<file path="src/pkg/cset_params.svh">
// Purpose: Offsets, field positions, reset values and timing counts of the compare unit
// Assumes: Word-aligned registers on a 32-bit AHB-Lite bus, 8-bit data in the low byte
// Notes:   Definitions only
`ifndef CSET_PARAMS_SVH
`define CSET_PARAMS_SVH

// ----------------------------------------------------------------
// Register byte offsets
// ----------------------------------------------------------------
`define OFS_CONTROL      6'h00
`define OFS_CMP_LOW      6'h04
`define OFS_CMP_HIGH     6'h08
`define OFS_COUNT_LOW    6'h0C
`define OFS_COUNT_HIGH   6'h10
`define OFS_STATUS       6'h14
`define OFS_MASK         6'h18
`define OFS_TB_CTRL      6'h1C
`define OFS_STATE        6'h20

// ----------------------------------------------------------------
// Field positions
// ----------------------------------------------------------------
`define BIT_MATCH_FLAG   0
`define BIT_OVF_FLAG     1
`define BIT_TB_RUN       0
`define BIT_PIN_DIR      1
`define BIT_ST_LATCH     0
`define BIT_ST_DRIVE     1
`define BIT_ST_PENDING   2
`define FLAG_COUNT       2

// ----------------------------------------------------------------
// Reset values
// ----------------------------------------------------------------
`define RST_MODE         4'h0
`define RST_BYTE16       16'h0000
`define RST_FLAGS        2'h0
`define RST_TB_RUN       1'b0
`define RST_PIN_DIR      1'b1
`define RST_WORD         32'h0000_0000

// ----------------------------------------------------------------
// Timing counts
// ----------------------------------------------------------------
`define SYNC_STAGES      2
`define COUNT_MAX        16'hFFFF

`endif

</file>
<file path="src/pkg/cset_pkg.sv">
// Purpose: Types shared by the compare unit and its bus port
// Assumes: Codes of the mode field as seen by software
// Notes:   Numbers other than encodings live in cset_params.svh
package cset_pkg;

  // ----------------------------------------------------------------
  // Compare mode field codes
  // ----------------------------------------------------------------
  typedef enum logic [3:0] {
    MODE_OFF     = 4'h0,
    MODE_TOGGLE  = 4'h2,
    MODE_SET     = 4'h8,
    MODE_CLEAR   = 4'h9,
    MODE_SWINT   = 4'hA,
    MODE_SPECIAL = 4'hB
  } compare_mode_type;

  // ----------------------------------------------------------------
  // Bus port states, one-hot
  // ----------------------------------------------------------------
  typedef enum logic [3:0] {
    ST_IDLE      = 4'b0001,
    ST_WRITE     = 4'b0010,
    ST_READ_WAIT = 4'b0100,
    ST_READ_DONE = 4'b1000
  } slave_state_type;

endpackage

</file>
<file path="src/pkg/reg_access_if.sv">
// Purpose: Register access path between the bus port and the compare core
// Assumes: One write strobe per cycle, read data combinational from the core
// Notes:   Offset is the whole byte offset, address bits 5:0 with the two low bits kept
`timescale 1ns/1ns
interface reg_access_if;
  logic        wr_stb;
  logic [5:0]  wr_ofs;
  logic [31:0] wr_data;
  logic [5:0]  rd_ofs;
  logic        rd_hit;
  logic [31:0] rd_data;

  modport port (output wr_stb, output wr_ofs, output wr_data, output rd_ofs, output rd_hit, input rd_data);
  modport core (input wr_stb, input wr_ofs, input wr_data, input rd_ofs, input rd_hit, output rd_data);
endinterface

</file>
<file path="src/ahb_reg_port.sv">
// Purpose: AHB-Lite slave front end for the compare unit registers
// Assumes: Single whole-word transfers, response always OKAY
// Notes:   Writes take no wait state, reads take one wait state
`timescale 1ns/1ns
`include "cset_params.svh"
module ahb_reg_port
  import cset_pkg::*;
(
  input  wire logic        hclk,
  input  wire logic        hresetn,
  input  wire logic        hsel,
  input  wire logic [31:0] haddr,
  input  wire logic [1:0]  htrans,
  input  wire logic        hwrite,
  input  wire logic [31:0] hwdata,
  input  wire logic        hready,
  output logic      [31:0] hrdata,
  output logic             hreadyout,
  output logic             hresp,
  reg_access_if.port       regs
);

  slave_state_type state_reg;
  slave_state_type state_next;
  logic [31:0]     addr_reg;
  logic [31:0]     rdata_reg;
  wire             start_xfer;
  wire             addr_hit;

  // ----------------------------------------------------------------
  // Address phase decode
  // ----------------------------------------------------------------
  assign start_xfer = hsel & hready & htrans[1];
  assign addr_hit   = (addr_reg[31:6] == 26'h000_0000) && (addr_reg[1:0] == 2'b00);

  // Next state: a new address phase may follow any completed data phase
  always_comb begin
    state_next = state_reg;
    case (state_reg)
      ST_IDLE, ST_WRITE, ST_READ_DONE: begin
        if (start_xfer) begin
          state_next = hwrite ? ST_WRITE : ST_READ_WAIT;
        end else begin
          state_next = ST_IDLE;
        end
      end
      ST_READ_WAIT: state_next = ST_READ_DONE;
      default:      state_next = ST_IDLE;
    endcase
  end

  // State, captured address and registered read data
  always_ff @(posedge hclk or negedge hresetn) begin
    if (!hresetn) begin
      state_reg <= ST_IDLE;
      addr_reg  <= `RST_WORD;
      rdata_reg <= `RST_WORD;
    end else begin
      state_reg <= state_next;
      if (start_xfer && state_reg != ST_READ_WAIT) begin
        addr_reg <= haddr;
      end
      if (state_reg == ST_READ_WAIT) begin
        rdata_reg <= regs.rd_data;
      end
    end
  end

  // ----------------------------------------------------------------
  // Core side and bus answers
  // ----------------------------------------------------------------
  assign regs.wr_stb  = (state_reg == ST_WRITE) & addr_hit;
  assign regs.wr_ofs  = addr_reg[5:0];
  assign regs.wr_data = hwdata;
  assign regs.rd_ofs  = addr_reg[5:0];
  assign regs.rd_hit  = addr_hit;
  assign hrdata       = rdata_reg;
  assign hreadyout    = (state_reg != ST_READ_WAIT);
  assign hresp        = 1'b0;

endmodule

</file>
<file path="src/compare_special_event_trigger.sv">
// Purpose: Output compare unit with special event trigger and its 16-bit time base
// Assumes: Time base tick and converter enable arrive as asynchronous pins
// Notes:   Registers are reached over AHB-Lite through ahb_reg_port
//
// Added by the designer: the AHB-Lite register port and the address map.
`timescale 1ns/1ns
`include "cset_params.svh"

// What this block does
// Compare value and time base count are checked for equality every cycle in the compare modes.
// A match toggles, sets or clears the output, triggers, or only interrupts.
// Every compare mode raises the compare match flag on a match.
// Software interrupt mode leaves the pin undriven and only sets the flag.
// Special event mode resets the time base and starts conversion if enabled.
// A trigger clear never sets the time base overflow flag.
// Trigger is issued at once; the count clears at the next tick.
// If the match vanishes before that tick, the count is not cleared.
// A software write to a count byte beats a trigger clear.
// Writing zero to the control register forces the output latch low.
// Software runs the time base synchronously during compare.
// Software keeps the time base synchronous when using the trigger.
// Software makes the pin an output before the latch can drive it.
// A match sets the compare flag, held until software clears it.
// Toggle mode inverts the latch once per match, not per cycle.
module compare_special_event_trigger
  import cset_pkg::*;
(
  input  wire logic        hclk,
  input  wire logic        hresetn,
  input  wire logic        hsel,
  input  wire logic [31:0] haddr,
  input  wire logic [1:0]  htrans,
  input  wire logic        hwrite,
  input  wire logic [2:0]  hsize,
  input  wire logic [31:0] hwdata,
  input  wire logic        hready,
  output logic      [31:0] hrdata,
  output logic             hreadyout,
  output logic             hresp,
  input  wire logic        timebase_tick_pin,
  input  wire logic        converter_enable_pin,
  output logic             compare_out,
  output logic             compare_out_oe_n,
  output logic             special_event_trigger,
  output logic             convert_start,
  output logic             irq
);

  // ----------------------------------------------------------------
  // Decode helpers
  // ----------------------------------------------------------------

  // Modes that run the comparator
  function automatic logic is_compare_mode(input logic [3:0] m);
    return (m == MODE_TOGGLE) || (m == MODE_SET) || (m == MODE_CLEAR) ||
           (m == MODE_SWINT) || (m == MODE_SPECIAL);
  endfunction

  // Modes that take control of the pin
  function automatic logic is_pin_mode(input logic [3:0] m);
    return (m == MODE_TOGGLE) || (m == MODE_SET) || (m == MODE_CLEAR);
  endfunction

  // ----------------------------------------------------------------
  // Bus port
  // ----------------------------------------------------------------
  reg_access_if regs ();

  ahb_reg_port u_port (
    .hclk      (hclk),
    .hresetn   (hresetn),
    .hsel      (hsel),
    .haddr     (haddr),
    .htrans    (htrans),
    .hwrite    (hwrite),
    .hwdata    (hwdata),
    .hready    (hready),
    .hrdata    (hrdata),
    .hreadyout (hreadyout),
    .hresp     (hresp),
    .regs      (regs)
  );

  // ----------------------------------------------------------------
  // State
  // ----------------------------------------------------------------
  logic [3:0]              mode_reg;
  logic [15:0]             cmp_reg;
  logic [15:0]             count_reg;
  logic [15:0]             count_next;
  logic [`FLAG_COUNT-1:0]  status_reg;
  logic [`FLAG_COUNT-1:0]  status_next;
  logic [`FLAG_COUNT-1:0]  mask_reg;
  logic                    run_reg;
  logic                    pin_dir_reg;
  logic                    latch_reg;
  logic                    latch_next;
  logic                    match_q_reg;
  logic                    pend_reg;
  logic                    pend_next;
  logic                    trig_reg;
  logic                    conv_reg;
  logic                    ovf_set;
  logic [`SYNC_STAGES-1:0] tick_sync_reg;
  logic                    tick_q_reg;
  logic [`SYNC_STAGES-1:0] conv_en_sync_reg;

  // ----------------------------------------------------------------
  // Write decode
  // ----------------------------------------------------------------
  wire       wr_control = regs.wr_stb && regs.wr_ofs == `OFS_CONTROL;
  wire       wr_cmp_lo  = regs.wr_stb && regs.wr_ofs == `OFS_CMP_LOW;
  wire       wr_cmp_hi  = regs.wr_stb && regs.wr_ofs == `OFS_CMP_HIGH;
  wire       wr_cnt_lo  = regs.wr_stb && regs.wr_ofs == `OFS_COUNT_LOW;
  wire       wr_cnt_hi  = regs.wr_stb && regs.wr_ofs == `OFS_COUNT_HIGH;
  wire       wr_status  = regs.wr_stb && regs.wr_ofs == `OFS_STATUS;
  wire       wr_mask    = regs.wr_stb && regs.wr_ofs == `OFS_MASK;
  wire       wr_tb_ctrl = regs.wr_stb && regs.wr_ofs == `OFS_TB_CTRL;
  wire       wr_count   = wr_cnt_lo | wr_cnt_hi;
  wire [7:0] wbyte      = regs.wr_data[7:0];

  // ----------------------------------------------------------------
  // Synchronisers for the asynchronous pins
  // ----------------------------------------------------------------

  // Two flops each; only the last stage feeds logic
  always_ff @(posedge hclk or negedge hresetn) begin
    if (!hresetn) begin
      tick_sync_reg    <= '0;
      tick_q_reg       <= 1'b0;
      conv_en_sync_reg <= '0;
    end else begin
      tick_sync_reg    <= {tick_sync_reg[0], timebase_tick_pin};
      tick_q_reg       <= tick_sync_reg[1];
      conv_en_sync_reg <= {conv_en_sync_reg[0], converter_enable_pin};
    end
  end

  // Rising edge of the time base clock, gated by the run bit
  wire tick       = tick_sync_reg[1] & ~tick_q_reg & run_reg;
  wire conv_en    = conv_en_sync_reg[1];

  // ----------------------------------------------------------------
  // Comparator and match event
  // ----------------------------------------------------------------
  wire cmp_active  = is_compare_mode(mode_reg);
  wire equal_now   = cmp_active & (count_reg == cmp_reg);
  wire match_event = equal_now & ~match_q_reg;
  wire special     = (mode_reg == MODE_SPECIAL);
  wire pin_mode    = is_pin_mode(mode_reg);

  // ----------------------------------------------------------------
  // Output latch
  // ----------------------------------------------------------------

  // Pin action of the selected mode, once per match
  always_comb begin
    latch_next = latch_reg;
    if (match_event) begin
      case (mode_reg)
        MODE_TOGGLE: latch_next = ~latch_reg;
        MODE_SET:    latch_next = 1'b1;
        MODE_CLEAR:  latch_next = 1'b0;
        default:     latch_next = latch_reg;
      endcase
    end
    if (wr_control && wbyte == 8'h00) begin
      latch_next = 1'b0;
    end
  end

  // ----------------------------------------------------------------
  // Special event pending and time base
  // ----------------------------------------------------------------

  // Pending clear waits for the next tick and dies with the match
  always_comb begin
    pend_next = pend_reg;
    if (match_event && special) begin
      pend_next = 1'b1;
    end
    if (!equal_now || !special || tick || wr_count) begin
      pend_next = match_event & special & ~tick & ~wr_count;
    end
  end

  // Count: software write first, then trigger clear, then increment
  always_comb begin
    count_next = count_reg;
    ovf_set    = 1'b0;
    if (wr_count) begin
      if (wr_cnt_lo) begin
        count_next = {count_reg[15:8], wbyte};
      end else begin
        count_next = {wbyte, count_reg[7:0]};
      end
    end else if (tick) begin
      if (pend_reg && equal_now && special) begin
        count_next = 16'h0000;
      end else begin
        count_next = count_reg + 16'h0001;
        ovf_set    = (count_reg == `COUNT_MAX);
      end
    end
  end

  // ----------------------------------------------------------------
  // Sticky flags, set wins over the write-one clear
  // ----------------------------------------------------------------
  wire [`FLAG_COUNT-1:0] flag_set;
  assign flag_set[`BIT_MATCH_FLAG] = match_event;
  assign flag_set[`BIT_OVF_FLAG]   = ovf_set;

  genvar gi;
  generate
    for (gi = 0; gi < `FLAG_COUNT; gi = gi + 1) begin : g_flag
      assign status_next[gi] = flag_set[gi] |
                               (status_reg[gi] & ~(wr_status & regs.wr_data[gi]));
    end
  endgenerate

  // ----------------------------------------------------------------
  // Register updates
  // ----------------------------------------------------------------

  // Software-owned settings
  always_ff @(posedge hclk or negedge hresetn) begin
    if (!hresetn) begin
      mode_reg    <= `RST_MODE;
      cmp_reg     <= `RST_BYTE16;
      mask_reg    <= `RST_FLAGS;
      run_reg     <= `RST_TB_RUN;
      pin_dir_reg <= `RST_PIN_DIR;
    end else begin
      if (wr_control) mode_reg <= wbyte[3:0];
      if (wr_cmp_lo)  cmp_reg[7:0] <= wbyte;
      if (wr_cmp_hi)  cmp_reg[15:8] <= wbyte;
      if (wr_mask)    mask_reg <= wbyte[`FLAG_COUNT-1:0];
      if (wr_tb_ctrl) begin
        run_reg     <= wbyte[`BIT_TB_RUN];
        pin_dir_reg <= wbyte[`BIT_PIN_DIR];
      end
    end
  end

  // Hardware-owned state
  always_ff @(posedge hclk or negedge hresetn) begin
    if (!hresetn) begin
      count_reg   <= `RST_BYTE16;
      status_reg  <= `RST_FLAGS;
      latch_reg   <= 1'b0;
      match_q_reg <= 1'b0;
      pend_reg    <= 1'b0;
    end else begin
      count_reg   <= count_next;
      status_reg  <= status_next;
      latch_reg   <= latch_next;
      match_q_reg <= equal_now;
      pend_reg    <= pend_next;
    end
  end

  // Trigger and conversion start pulses
  always_ff @(posedge hclk or negedge hresetn) begin
    if (!hresetn) begin
      trig_reg <= 1'b0;
      conv_reg <= 1'b0;
    end else begin
      trig_reg <= match_event & special;
      conv_reg <= match_event & special & conv_en;
    end
  end

  // ----------------------------------------------------------------
  // Read mux
  // ----------------------------------------------------------------
  wire [7:0] state_byte = {5'h00, pend_reg, pin_mode & ~pin_dir_reg, latch_reg};

  always_comb begin
    regs.rd_data = `RST_WORD;
    if (regs.rd_hit) begin
      case (regs.rd_ofs)
        `OFS_CONTROL:    regs.rd_data = {28'h000_0000, mode_reg};
        `OFS_CMP_LOW:    regs.rd_data = {24'h00_0000, cmp_reg[7:0]};
        `OFS_CMP_HIGH:   regs.rd_data = {24'h00_0000, cmp_reg[15:8]};
        `OFS_COUNT_LOW:  regs.rd_data = {24'h00_0000, count_reg[7:0]};
        `OFS_COUNT_HIGH: regs.rd_data = {24'h00_0000, count_reg[15:8]};
        `OFS_STATUS:     regs.rd_data = {30'h0000_0000, status_reg};
        `OFS_MASK:       regs.rd_data = {30'h0000_0000, mask_reg};
        `OFS_TB_CTRL:    regs.rd_data = {30'h0000_0000, pin_dir_reg, run_reg};
        `OFS_STATE:      regs.rd_data = {24'h00_0000, state_byte};
        default:         regs.rd_data = `RST_WORD;
      endcase
    end
  end

  // ----------------------------------------------------------------
  // Outputs
  // ----------------------------------------------------------------

  // Pin driven only in pin modes with the direction bit cleared
  assign compare_out           = latch_reg;
  assign compare_out_oe_n      = ~(pin_mode & ~pin_dir_reg);
  assign special_event_trigger = trig_reg;
  assign convert_start         = conv_reg;
  assign irq                   = |(status_reg & mask_reg);

endmodule

</file>
<file path="config.mk">
export PLATFORM = sky130hd
export DESIGN_NAME = compare_special_event_trigger
export DESIGN_NICKNAME = d
export VERILOG_FILES = /design/src/pkg/cset_pkg.sv /design/src/pkg/reg_access_if.sv /design/src/ahb_reg_port.sv /design/src/compare_special_event_trigger.sv
export VERILOG_INCLUDE_DIRS = /design/src /design/src/pkg
export SDC_FILE = /design/constraint.sdc
export NUM_CORES = 1
export LEC_CHECK = 0
export ABC_AREA = 1
export ABC_CLOCK_PERIOD_IN_PS = 4490
export BUFFER_PORTS_ARGS = -buffer_cell sky130_fd_sc_hd__buf_2
export CORE_ASPECT_RATIO = 1.5
export CORE_UTILIZATION = 60
export CTS_CLUSTER_DIAMETER = 100
export DETAILED_ROUTE_END_ITERATION = 8
export GPL_ROUTABILITY_DRIVEN = 0
export PLACE_DENSITY_LB_ADDON = 0.3
export SKIP_LAST_GASP = 1
export SLEW_MARGIN = 20
export SYNTH_ARGS = -nofsm -noshare
export SYNTH_HDL_FRONTEND = slang
export SYNTH_HIERARCHICAL = 1
export SYNTH_SLANG_ARGS = --single-unit
</file>
<file path="constraint.sdc">
create_clock -name hclk -period 4.49 [get_ports hclk]
set_input_delay 0.2245 -clock hclk [delete_from_list [all_inputs] [get_ports hclk]]
set_output_delay 0.2245 -clock hclk [all_outputs]
set_load 0.005 [all_outputs]
</file>
* Word-level counts from Yosys, hierarchy flattened
Cells that the tools add are included.
** Cells by class
- Multiplexer cells :: 17
- Bitwise operators :: 29
- $add $sub $neg :: 1
- Reduce and logical (&&, ||, !) cells :: 36
- Eq/ne operators :: 22
** Operators by type and width (count)
- case mux 8 bit (9 select lines) :: 1
- 2-to-1 mux 16 bit :: 4
- zero test 26 bit :: 1
- == test 6 x 5 -> 1 bit, second input constant :: 4
- == test 4 bit, second input constant :: 5
- adder 16 x 1 -> 16 bit, second input constant :: 1
- AND 1 bit :: 16
- == test 16 bit :: 1
- == test 16 bit, second input constant :: 1
- logical AND 1 bit :: 14
- == test 6 x 4 -> 1 bit, second input constant :: 2
- NOT 1 bit :: 9
- == test 4 x 2 -> 1 bit, second input constant :: 2
- zero test 8 bit :: 1
- 2-to-1 mux 8 bit :: 1
- case mux 4 bit (2 select lines) :: 1
- logical OR 1 bit :: 7
- 2-to-1 mux 1 bit :: 7
- == test 6 x 3 -> 1 bit, second input constant :: 1
- == test 6 bit, second input constant :: 1
- zero test 6 bit :: 1
- AND reduction 2 bit :: 3
- nonzero test 2 bit :: 3
- == test 4 x 1 -> 1 bit, second input constant :: 1
- 13 further kinds :: 17
** Word-level totals
- Input bits :: 76
- Register bits after elaboration :: 120
- Output and inout bits :: 39
- Logic and storage cells :: 125

* Depth between registers and ports, before layout
- Word-level depth :: 12
- Mapped depth :: 13
- Gate-level depth less buffers :: 13

* Modules after synthesis
The synthesis kept the hierarchy.
** Modules (own cells, without submodules)
- compare_special_event_trigger :: area each 3397.0 sq um, instances 1, cells each 482, seq. area each 1302.5 sq um
- ahb_reg_port :: area each 3245.6 sq um, instances 1, cells each 370, seq. area each 1702.9 sq um

* Worst setup path after synthesis
No wires, ideal clock.
- Kind :: register to register
- From :: register u_port.addr_reg[29]
- To :: register count_reg[10]
- Slack :: 2.569 ns
- Path buffers :: 1
- Library setup time :: 0.125 ns
- Data required time :: 4.365 ns
- Cell stages (with the launch flop) :: 14
- Clock period less this slack :: 1.921 ns
- Arrival time :: 1.796 ns
- Cell sequence :: dfrtp_1 nor2_1 nand2_1 nor2_1 nand2_1 nor3_1 nand3b_1 nor2_4 nor2_4 nand2_2 inv_2 nand2_4 buf_12 o21bai_4
** On the way
- Word-level cells in the longest chain between the ends :: 7
- Elaborated cells between the ends (all ways) :: 10
** RTL lines
- start, declared :: RTL line ahb_reg_port.sv:25 : logic [31:0] addr_reg;
- start signal, assigned :: RTL line ahb_reg_port.sv:56 : addr_reg <= `RST_WORD;
- start signal, assigned :: RTL line ahb_reg_port.sv:61 : addr_reg <= haddr;
- zero test 26 bit (*) :: RTL line ahb_reg_port.sv:34 : assign addr_hit = (addr_reg[31:6] == 26'h000_0000) && (addr_reg[1:0] == 2'b00);
- logical AND 1 bit (*) :: RTL line ahb_reg_port.sv:34
- AND 1 bit (*) :: RTL line ahb_reg_port.sv:72 : assign regs.wr_stb = (state_reg == ST_WRITE) & addr_hit;
- via regs.wr_stb :: RTL line reg_access_if.sv:6 : logic wr_stb;
- logical AND 1 bit (no line)
- bitwise OR 1 bit :: RTL line compare_special_event_trigger.sv:119 : wire wr_count = wr_cnt_lo | wr_cnt_hi;
- inequality test 2 bit (no line) or nonzero test 2 bit (tied branches)
- AND reduction 2 bit (no line)
- end signal, assigned :: RTL line compare_special_event_trigger.sv:249 : count_reg <= `RST_BYTE16;
- end signal, assigned :: RTL line compare_special_event_trigger.sv:255 : count_reg <= count_next;
- end, declared :: RTL line compare_special_event_trigger.sv:89 : logic [15:0] count_reg;
The timed path passes the listed nets; every way through them passes the cells marked *.
A chain may end at the register's enable or synchronous reset.

* Final worst setup path
- From :: register u_port.addr_reg[27]
- To :: register count_reg[11]
The elaborated chain is that of the path after synthesis.

==> impl_metrics.toml <==
[drt]
vias = 5706
first_pass_iters = 5
drc = 0
ant_nets = 0
drt-initial-drc-count = 442
via_per_inst = 5.30
drt-total-wl_um = 16200
wire_per_inst_um = 15.0

[critical_path]
required_ns = 4.78
startpoint_type = "register"
crit_family = "simple AND/OR/NAND/NOR gates"
critPathMaxStageDelay_ns = 0.37
critPathKind = "reg -> reg"
cp_num_buf_inv = 1
worstSetupEndpointType = "register"
crit_fanout = 13
worstPathCellList = "nor2_1 > nand2_1 > nor2_1 > nand2_1 > nor3_1 > nand3b_1 > nor2_4 > nor2_4 > nand2_2 > inv_2 > nand2_4 > o21ai_0"
critPathSlowestCell = "dfrtp_1"
crit_arrival_ns = 2.79

[cts]
cts_buffer_depth = 2
path_clk_slew_ns = 0.06
htree_levels = 4
ctsRootBufferMaster = "clkbuf_16"
cts_buffers = 17
cts.sink_count = 120
cts_resized = 0
clock_latency_ns = 0.41
cts_setup_buffers = 0
cts_hold_buf = 4
cts_tree = "yes"

[finish]
synthToLayoutAreaGrowth_pct = 15.8
final_area_sq_um = 7480
layout-drive-gt1-share_pct = 20.5
multi_input_area_sq_um = 2900
ff_latch_area_sq_um = 3010
fin_cells = 1076
mostFrequentLayoutCells = "302 x nand2_1, 118 x dfrtp_1, 84 x buf_2"
fillers = 855
final_net_count = 996
n_antenna_cell = 0
final_common_cell = "nand2_1"

[logic_synthesis]
syn_area_per_cell_sq_um = 7.80
synth_area_sq_um = 6460
syn_inst = 828
synth_warnings = 6

[power]
switchingPower_mw = 0.946
power.internal_mw = 2.31
power_frac_seq_pct = 41.0
power_per_cell_area_nw_per_um2 = 435
pwr-share-clk_pct = 42.9
power_frac_comb_pct = 16.2
p_leak_nw = 3.90
ir_worst_vdd_uv = 338
swShare_pct = 29.1

[sta]
slew_violations = 0
timing.fmax_mhz = 399
fin_setup_tns_ns = 0
rsz0062_at_grt = "false"
finalWorstSetupSlack_ns = 1.98
min_period_over_period_pct = 55.8
fin_skew_ns = 0.00695
hold_viol = 0
setup_viol = 0
worst_pin_slew_ns = 0.922
relSlewSlack_pct = 38.5
fin_crit_ns = 2.51

[global_route]
grt_pass1_vias = 5487
antenna_found_initial = 0
grtUsageTotal_pct = 31.4
overflow = 0
grt_pass1_wl_um = 26300
grt_max_degree = 70

[die]
dieWidth_um = 86.7
core_area_sq_um = 10500
core.rowCount = 46
start_util_pct = 61.4
die_y_um = 129
ioPinCount = 115
dieArea_sq_um = 11200

[job]
drv_cap = 0

[min_path]
hp-class = "in -> reg"

[place]
dp_cells = 1040
place_area_sq_um = 6840
hpwl_um = 10900
place_ws_ns = 2.06
io_buffers = 85

[outcome]
status = "complete, no violations"
routing by layer:
metal  track usage, %  part of all wire (%)  vias to the layer above
li1                 -                     -                     2743
met1             35.0                    37                     2654
met2             52.9                    51                      239
met3             8.03                   6.1                       70
met4             20.5                   5.9                        0
met5                0                     0                        -
power by group through the flow:
stage / logic [mW] / registers [mW] / clock network [mW]
detailed placement: 0.513 / 1.34 / 0
floorplan: 0.392 / 1.32 / 0
finish: 0.527 / 1.33 / 1.40
global route: 0.592 / 1.35 / 1.46
global placement: 0.498 / 1.34 / 0
CTS: 0.525 / 1.33 / 1.40
area by class of cell:
type | instances | share of cell area, %
Sequential cell | 120 | 40.2
Multi-Input combinational cell | 607 | 38.8
Timing Repair Buffer | 91 | 6.45
Clock buffer | 20 | 6.10
Inverter | 82 | 4.11
Tap cell | 144 | 2.41
Clock inverter | 12 | 2.01
metrics by stage:
step | util [%] | hold WS, ns | power (mW)
finish | 71.1 | 0.0370 | 3.26
global placement | 64.9 | 0.332 | 1.84
detailed placement | 64.9 | 0.334 | 1.86
CTS | 71.1 | 0.0288 | 3.26
floorplan | - | -0.0711 | 1.71
global route | 71.1 | 0.0320 | 3.40
worst reg2reg max path: stages (launching register included):
cell	delay (ns)
dfrtp_1	0.37
nor2_1	0.11
nand2_1	0.06
nor2_1	0.12
nand2_1	0.10
nor3_1	0.25
nand3b_1	0.28
nor2_4	0.35
nor2_4	0.09
nand2_2	0.18
inv_2	0.10
nand2_4	0.24
o21ai_0	0.13
worst paths after layout:
check	start	to	slack [ns]	cells past startpoint
worst max-delay path	u_port/addr_reg[27]$_DFFE_PN0P_	count_reg[11]$_DFFE_PN0P_	1.98	12
worst min-delay path	haddr[16]	u_port/addr_reg[16]$_DFFE_PN0P_	0.04	3
worst max register to register	u_port/addr_reg[27]$_DFFE_PN0P_	count_reg[11]$_DFFE_PN0P_	1.98	12
worst min register to register	tick_sync_reg[0]$_DFF_PN0_	tick_sync_reg[1]$_DFF_PN0_	0.34	0
max in group asynchronous	hresetn	u_port/state_reg[3]$_DFF_PN0_	2.84	3
min in group asynchronous	hresetn	special_event_trigger$_DFF_PN0_	0.46	2
Note: power is estimated with default switching activity, not from simulation.
